<file path="src/core/selftest_timing_pkg.sv">
// Purpose: Shared constants for the self-test measurement timing block.
// Assumes: 40 MHz core clock, byte-wide register port.
// Notes: Each rule below has one tag; the logic that carries it out is marked with it.
// Operation
// The low nibble of the self-test decimation register holds the decimation code.
// Codes 0 to 12 give 2**code samples per phase, and codes 13 to 15 saturate at 4096.
// Each measurement period per axis and direction lasts 2**code times (312.5 us + idle*31.25 us).
// While self-test runs, the user data rate and power mode are replaced by self-test timing.
// When the axis select returns to 00b, the user data rate and power mode are restored.
// A 5-bit idle code sets the idle phase to 312.5 us plus code times 31.25 us.
// A phase result is produced only after the selected number of samples is accumulated.
package selftest_timing_pkg;
    localparam logic [7:0] DEC_CFG_ADDR   = 8'h38;
    localparam logic [7:0] IDLE_CFG_ADDR  = 8'h37;
    localparam logic [7:0] DEC_CFG_RESET  = 8'h00;
    localparam logic [7:0] IDLE_CFG_RESET = 8'h00;
    localparam int         DEC_LSB        = 0;
    localparam int         DEC_W          = 4;
    localparam int         IDLE_LSB       = 0;
    localparam int         IDLE_W         = 5;
    localparam logic [3:0] DEC_MAX_CODE   = 4'hC;
    localparam int         CNT_W          = 13;
    localparam int         CLK_KHZ        = 40000;
    // Times in nanoseconds: 312.5 us and 31.25 us.
    localparam int         BASE_NS        = 312500;
    localparam int         STEP_NS        = 31250;
    localparam int         BASE_CYC       = (BASE_NS * (CLK_KHZ / 1000)) / 1000;
    localparam int         STEP_CYC       = (STEP_NS * (CLK_KHZ / 1000)) / 1000;
    localparam logic [1:0] AXIS_OFF       = 2'h0;
endpackage : selftest_timing_pkg

</file>
<file path="src/core/selftest_sample_tick.sv">
// Purpose: Produces one sample tick per self-test sample slot.
// Assumes: Idle code is stable while running.
// Notes: Slot length is base plus idle steps, in clock cycles.
`timescale 1ns/1ps
`default_nettype none
module selftest_sample_tick (
    input  wire logic       clk,
    input  wire logic       resetn,
    input  wire logic       run,
    input  wire logic [4:0] idle_code,
    output logic            tick
);
    logic [15:0] cnt_ff;
    logic [15:0] nxt_cnt;
    logic [15:0] slot_len;

    always_comb
    begin
        slot_len = 16'(selftest_timing_pkg::BASE_CYC)
                 + 16'(idle_code) * 16'(selftest_timing_pkg::STEP_CYC);
        tick     = run && (cnt_ff == slot_len - 16'h0001);
        nxt_cnt  = (!run || tick) ? 16'h0000 : cnt_ff + 16'h0001;
    end

    always_ff @(posedge clk or negedge resetn)
    begin
        if (!resetn)
            cnt_ff <= 16'h0000;
        else
            cnt_ff <= nxt_cnt;
    end
endmodule : selftest_sample_tick
`default_nettype wire

</file>
<file path="src/core/selftest_timing.sv">
// Purpose: Self-test measurement phase timing and user setting override.
// Assumes: Byte register port synchronous to clk; writes take one cycle.
// Notes: A phase ends after 2**code sample slots (4096 for codes above 12); result strobe marks its end.
`timescale 1ns/1ps
`default_nettype none
module selftest_timing (
    input  wire logic        clk,
    input  wire logic        resetn,
    input  wire logic [7:0]  reg_addr,
    input  wire logic        reg_wr,
    input  wire logic [7:0]  reg_wdata,
    output logic      [7:0]  reg_rdata,
    input  wire logic [1:0]  selftest_axis_select,
    input  wire logic [3:0]  user_output_data_rate,
    input  wire logic [1:0]  user_power_mode,
    input  wire logic [15:0] sample_in,
    output logic      [3:0]  output_data_rate,
    output logic      [1:0]  power_mode,
    output logic             selftest_active,
    output logic             sample_tick,
    output logic      [12:0] phase_samples,
    output logic      [27:0] phase_sum,
    output logic             phase_done
);
    // One-hot, so every state test is a single flop; the result state lasts one cycle.
    typedef enum logic [2:0]
    {
        PH_OFF     = 3'b001,
        PH_MEASURE = 3'b010,
        PH_RESULT  = 3'b100
    } phase_state_t;

    logic [7:0]   self_test_decimation_cfg_ff;
    logic [7:0]   nxt_self_test_decimation_cfg;
    logic [7:0]   idle_cfg_ff;
    logic [7:0]   nxt_idle_cfg;
    logic         dec_cfg_sel;
    logic         idle_cfg_sel;

    phase_state_t state_ff;
    phase_state_t nxt_state;
    logic [12:0]  cnt_ff;
    logic [12:0]  nxt_cnt;
    logic [27:0]  acc_ff;
    logic [27:0]  nxt_acc;
    logic [27:0]  sum_ff;
    logic [27:0]  nxt_sum;
    logic         done_ff;
    logic         nxt_done;

    logic [3:0]   dec_code;
    logic [4:0]   idle_code;
    logic [12:0]  target;
    logic         last_sample;
    logic [27:0]  sample_ext;
    logic         tick;

    assign dec_code = self_test_decimation_cfg_ff[selftest_timing_pkg::DEC_LSB +:
                                                  selftest_timing_pkg::DEC_W];
    assign idle_code = idle_cfg_ff[selftest_timing_pkg::IDLE_LSB +:
                                   selftest_timing_pkg::IDLE_W];
    assign dec_cfg_sel     = reg_wr && (reg_addr == selftest_timing_pkg::DEC_CFG_ADDR);
    assign idle_cfg_sel    = reg_wr && (reg_addr == selftest_timing_pkg::IDLE_CFG_ADDR);
    assign selftest_active = (selftest_axis_select != selftest_timing_pkg::AXIS_OFF);
    assign sample_ext      = {{12{sample_in[15]}}, sample_in};
    assign last_sample     = (cnt_ff + 13'h0001 >= target);
    assign phase_samples   = target;
    assign phase_sum       = sum_ff;
    assign phase_done      = done_ff;
    assign sample_tick     = tick;

    // The user settings are only masked, never stored, so they come back unchanged in the
    // same cycle in which the axis select returns to zero.
    always_comb
    begin
        if (selftest_active)
        begin
            output_data_rate = 4'h0;
            power_mode       = 2'h0;
        end
        else
        begin
            output_data_rate = user_output_data_rate;
            power_mode       = user_power_mode;
        end
    end

    selftest_sample_tick u_tick (
        .clk       (clk),
        .resetn    (resetn),
        .run       (selftest_active),
        .idle_code (idle_code),
        .tick      (tick)
    );

    always_comb
    begin
        if (dec_code > selftest_timing_pkg::DEC_MAX_CODE)
        begin
            // Codes above 12 saturate so the counter never needs a 14th bit.
            target = 13'h0001 << selftest_timing_pkg::DEC_MAX_CODE;
        end
        else
        begin
            target = 13'h0001 << dec_code;
        end
    end

    always_comb
    begin
        nxt_self_test_decimation_cfg = self_test_decimation_cfg_ff;
        nxt_idle_cfg                 = idle_cfg_ff;
        if (dec_cfg_sel)
        begin
            // Bits 7:4 are kept and read back although only the low nibble is used.
            nxt_self_test_decimation_cfg = reg_wdata;
        end
        if (idle_cfg_sel)
        begin
            nxt_idle_cfg = {3'h0, reg_wdata[4:0]};
        end
    end

    always_comb
    begin
        case (reg_addr)
            selftest_timing_pkg::DEC_CFG_ADDR:
                reg_rdata = self_test_decimation_cfg_ff;
            selftest_timing_pkg::IDLE_CFG_ADDR:
                reg_rdata = idle_cfg_ff;
            default:
                reg_rdata = 8'h00;
        endcase
    end

    always_ff @(posedge clk or negedge resetn)
    begin
        if (!resetn)
        begin
            self_test_decimation_cfg_ff <= selftest_timing_pkg::DEC_CFG_RESET;
            idle_cfg_ff                 <= selftest_timing_pkg::IDLE_CFG_RESET;
        end
        else
        begin
            self_test_decimation_cfg_ff <= nxt_self_test_decimation_cfg;
            idle_cfg_ff                 <= nxt_idle_cfg;
        end
    end

    // Phase length is target slots of (base + idle*step), matching the period equation.
    always_comb
    begin
        nxt_state = state_ff;
        nxt_cnt   = cnt_ff;
        nxt_acc   = acc_ff;
        nxt_sum   = sum_ff;
        nxt_done  = 1'b0;
        case (state_ff)
            PH_OFF:
            begin
                nxt_cnt = 13'h0000;
                nxt_acc = 28'h0000000;
                if (selftest_active)
                    nxt_state = PH_MEASURE;
            end
            PH_MEASURE, PH_RESULT:
            begin
                if (!selftest_active)
                begin
                    // A half-filled phase is dropped, so a restart always begins clean.
                    nxt_state = PH_OFF;
                    nxt_cnt   = 13'h0000;
                    nxt_acc   = 28'h0000000;
                end
                else if (tick && last_sample)
                begin
                    nxt_state = PH_RESULT;
                    nxt_sum   = acc_ff + sample_ext;
                    nxt_done  = 1'b1;
                    nxt_cnt   = 13'h0000;
                    nxt_acc   = 28'h0000000;
                end
                else if (tick)
                begin
                    nxt_state = PH_MEASURE;
                    nxt_cnt   = cnt_ff + 13'h0001;
                    nxt_acc   = acc_ff + sample_ext;
                end
                else
                begin
                    nxt_state = PH_MEASURE;
                end
            end
            default:
            begin
                nxt_state = PH_OFF;
                nxt_cnt   = 13'h0000;
                nxt_acc   = 28'h0000000;
            end
        endcase
    end

    always_ff @(posedge clk or negedge resetn)
    begin
        if (!resetn)
        begin
            state_ff <= PH_OFF;
            cnt_ff   <= 13'h0000;
            acc_ff   <= 28'h0000000;
            sum_ff   <= 28'h0000000;
            done_ff  <= 1'b0;
        end
        else
        begin
            state_ff <= nxt_state;
            cnt_ff   <= nxt_cnt;
            acc_ff   <= nxt_acc;
            sum_ff   <= nxt_sum;
            done_ff  <= nxt_done;
        end
    end
endmodule : selftest_timing
`default_nettype wire

</file>
<file path="config.mk">
export PLATFORM = sky130hd
export DESIGN_NAME = selftest_timing
export DESIGN_NICKNAME = d
export VERILOG_FILES = /design/src/core/selftest_timing_pkg.sv /design/src/core/selftest_sample_tick.sv /design/src/core/selftest_timing.sv
export SDC_FILE = /design/constraint.sdc
export NUM_CORES = 1
export LEC_CHECK = 0
export ABC_CLOCK_PERIOD_IN_PS = 5000
export BUFFER_PORTS_ARGS = -buffer_cell sky130_fd_sc_hd__buf_2
export CORE_ASPECT_RATIO = 0.8
export CORE_MARGIN = 4
export CORE_UTILIZATION = 53
export DETAILED_ROUTE_END_ITERATION = 7
export PLACE_DENSITY = 0.77
export SYNTH_ARGS = -nofsm -noshare
export SYNTH_HDL_FRONTEND = slang
export SYNTH_SLANG_ARGS = --single-unit
export TNS_END_PERCENT = 20
</file>
<file path="constraint.sdc">
create_clock -name clk -period 5 [get_ports clk]
set_clock_uncertainty 0.15 [all_clocks]
set_input_delay 0.75 -clock clk [delete_from_list [all_inputs] [get_ports clk]]
set_output_delay 0.75 -clock clk [all_outputs]
set_load 0.05 [all_outputs]
</file>
==> metrics <==
largest net degree at the start of global routing 68; post-route cell area 8801 um^2; Critical Path AT 4300 ps; Max Clk Rate 192.4 MHz; Die Y-Extent 113.2 um; setup violators final 1; area of the mapped netlist 7333 um^2; WP depth 14; critical path cell sequence fa_1 -> ha_2 -> fa_1 -> ha_4 -> o21ai_4 -> o21bai_4 -> a2111oi_4 -> o21a_1 -> nor4_1 -> and3_1 -> or4_4 -> o2111ai_4 -> nor2_4 -> buf_8; Post-DRT Antenna Nets 0; min Tclk post-route 5198 ps; Cell variety after synth 72; ant diodes 0; dominant cell type by area after synthesis dfrtp_1; Top delay family on crit path adder cells; slowest CP cell fa_1; CTS tree yes; htree depth 3; Critical Path Max Stage Delay 560 ps; Leak 4.600 nW; Slew Limit Fails 0; DPL Wire Length 13,240 um; Worst IR Drop VDD 0.1975 mV; CP Launch Type flip-flop; drt pass-1 iters 4; Rows 38; worst r2r path cells 17; clock-pin slew on the worst setup and hold paths 70 ps; Top FF cell, synth dfrtp_1; Post-Syn Instances 722; vias in the first global route 6,486; Fin. Hold Viols 0; Ports 101; max_cap viols 0; asr flop ratio synth 1.000; total track usage 0.2344; Power Dens Cells 223.3 nW/um^2; post-synth top area share 0.3447; synthesized flop and latch total 102; Ys Warns 0; Reg-to-Reg Start idle_cfg_ff[2]; Slew @ Worst Pin 878.8 ps; final period utilization 1.040; sequential share of the synthesized area 0.3482; core box area 13,550 um^2; Initial Util 0.5412; routed len/inst 17.65 um; IO Port Bufs 100; utilization after layout 0.6495; remaining global-route overflow 0; area grow syn2layout 20.01%; status finished, violations left; worst rel slew slack 0.4141; hold path depth 1; Post-CTS Hold Buffers 0; HP Class flip-flop to flip-flop; CTS buffer count 9; Clock Tree Buf Depth 2; vias per cell 5.866; syn nets 836; Worst Path Required 4100 ps; DRC Markers 0; DR vias 6,071; CP max FO 4; GPL Wtd Cong 0.9306; fin worst setup slack -197.6 ps; CP most frequent cell fa_1; Setup crit end kind output pin; Post-DP Area 8222 um^2; die span in x 139.5 um; Die ar. 15,790 um^2; layout cells sized above 1 0.2749; 1st-iter DRT viols 356; fin nets 964; Post-synth EDFFs 0; Worst setup endpoint sample_tick; synthesized area per cell 10.16 um^2; WL final 18,270 um; Clock Latency Late Sink 350 ps; reg-to-reg endpoint phase_sum[27]; failing checks setup timing; ranking of synthesized cells by area dfrtp_1 (34%), ha_1 (11%), xnor2_1 (6.2%), a22o_1 (4.7%), mux2_4 (3.9%); Clock Sinks 102; Crit Path Class flip-flop to output pin; first-pass GRT wire length 30,770 um; initial antenna violation count 0; R2R Setup Slk 160 ps; Buf+Inv Stages, Crit Path 1; RSZ-0062 raised after global routing yes; root buffer cell clkbuf_16; critical path launch point idle_cfg_ff[2]
## cells in the mapped netlist, types with 12 or more instances
| cell | n |
|---|---|
| a21oi_1 | 38 |
| nand3_1 | 28 |
| xnor2_1 | 52 |
| and3_1 | 18 |
| dfrtp_1 | 101 |
| a22o_1 | 39 |
| nand2_1 | 26 |
| nor2b_1 | 13 |
| inv_1 | 38 |
| and2_1 | 12 |
| nor2_1 | 49 |
| o21ai_0 | 18 |
| mux2_2 | 14 |
| a21o_1 | 15 |
| xor2_1 | 23 |
| ha_1 | 66 |
| mux2_4 | 19 |
## stage by stage
stage	setup TNS, ps	power, mW	std cells	worst slack (ps)	hold slack, ps
after floorplan	0	1.150	722	6.362	304.4
after global placement	0	1.250	1014	41.16	318.4
after detailed placement	-1863	1.267	1014	-114.8	331.5
after CTS	-119.1	1.968	1032	-119.1	346.3
after global routing	-347.8	2.063	1035	-347.8	373.8
final	-197.6	1.965	1035	-197.6	343.5
## cell usage in the layout (no fill, tap or decap), types with 3 or more instances in the layout
master     Yosys  final
ha_1          66     57
nand3_1       28     28
buf_2          1     98
and2_1        12     11
nand4_1        3      3
clkbuf_16      0     10
nor2_1        49     48
inv_1         38     37
o21bai_1       3      3
nand2_1       26     26
xor2_1        23     22
or4_1          5      5
a21oi_1       38     36
a211o_1        5      5
o21ai_0       18     17
clkbuf_8       0      3
buf_12         0      3
and3_1        18     18
ha_4           0      8
nor2b_1       13     13
a22o_1        39     39
a21o_1        15     15
xnor2_1       52     51
dfrtp_1      101    100
o21a_1         4      4
or3_1          4      4
or2_2          3      3
a211oi_1       7      7
fa_1           5      3
mux2_4        19     19
a31oi_1        3      3
mux2_2        14     14
o21ai_1        9      9
nand2b_1       6      6
nor4_1         7      6
nor3_1        10      9
buf_4          2     34
mux2_1         8      8
## kinds of logic (layout without fill, tap and decap cells)
kind of cell / Yosys count / in the layout / synth area share
buf+inv: 59 / 192 / 0.03856
mux: 43 / 43 / 0.07541
xor+xnor: 77 / 77 / 0.09572
flops: 102 / 102 / 0.3482
simple gates: 202 / 202 / 0.1491
fa+ha+maj: 71 / 71 / 0.1263
compound gates: 168 / 168 / 0.1667
## power breakdown
group	internal, mW	switching (mW)	leakage (nW)
registers	0.853	0.0348	1.41
logic	0.162	0.235	3.05
clock network	0.377	0.304	0.142
## routing by layer
| metal | vias to the layer above | GRT usage | part of all wire | wire length [um] |
|---|---|---|---|---|
| met2 | 187 | 0.4063 | 0.49 | 8884 |
| met5 | - | 0 | 0 | 0 |
| met1 | 2979 | 0.2944 | 0.45 | 8132 |
| li1 | 2879 | - | - | - |
| met4 | 0 | 0.06649 | 0.015 | 281 |
| met3 | 26 | 0.05577 | 0.053 | 972 |
## what timing repair did
action                                  4_1_cts  5_1_grt
pin swaps                                    20        5
gates cloned                                  0        1
gates resized for setup                      31        7
endpoints found under the setup margin       63       28
buffers inserted                              2        2
## registers in the layout, indices dropped and copies added (netlist names)
register and flops:
self_test_decimation_cfg_ff 8, idle_cfg_ff 5, acc_ff 28, phase_sum 28, u_tick.cnt_ff 16, state_ff 3
phase_done 1, cnt_ff 13
## worst min path at each step
stage	from	end	slack, ps
6_report	phase_sum[6]	phase_sum[6]	340
5_1_grt	acc_ff[19]	acc_ff[19]	370
4_1_cts	phase_sum[6]	phase_sum[6]	350
3_5_place_dp	phase_sum[6]	phase_sum[6]	330
3_3_place_gp	phase_sum[5]	phase_sum[5]	320
2_1_floorplan	resetn	acc_ff[0]	300
## final cells by class
| class | count | area, um^2 |
|---|---|---|
| Clock buffer | 13 | 270.3 |
| Clock inverter | 3 | 17.52 |
| Fill cell | 1056 | 4750 |
| Inverter | 38 | 142.6 |
| Multi-Input combinational cell | 561 | 4733 |
| Sequential cell | 102 | 2555 |
| Tap cell | 180 | 225.2 |
| Timing Repair Buffer | 138 | 857.1 |
Note: power is estimated with default switching activity, not from simulation.
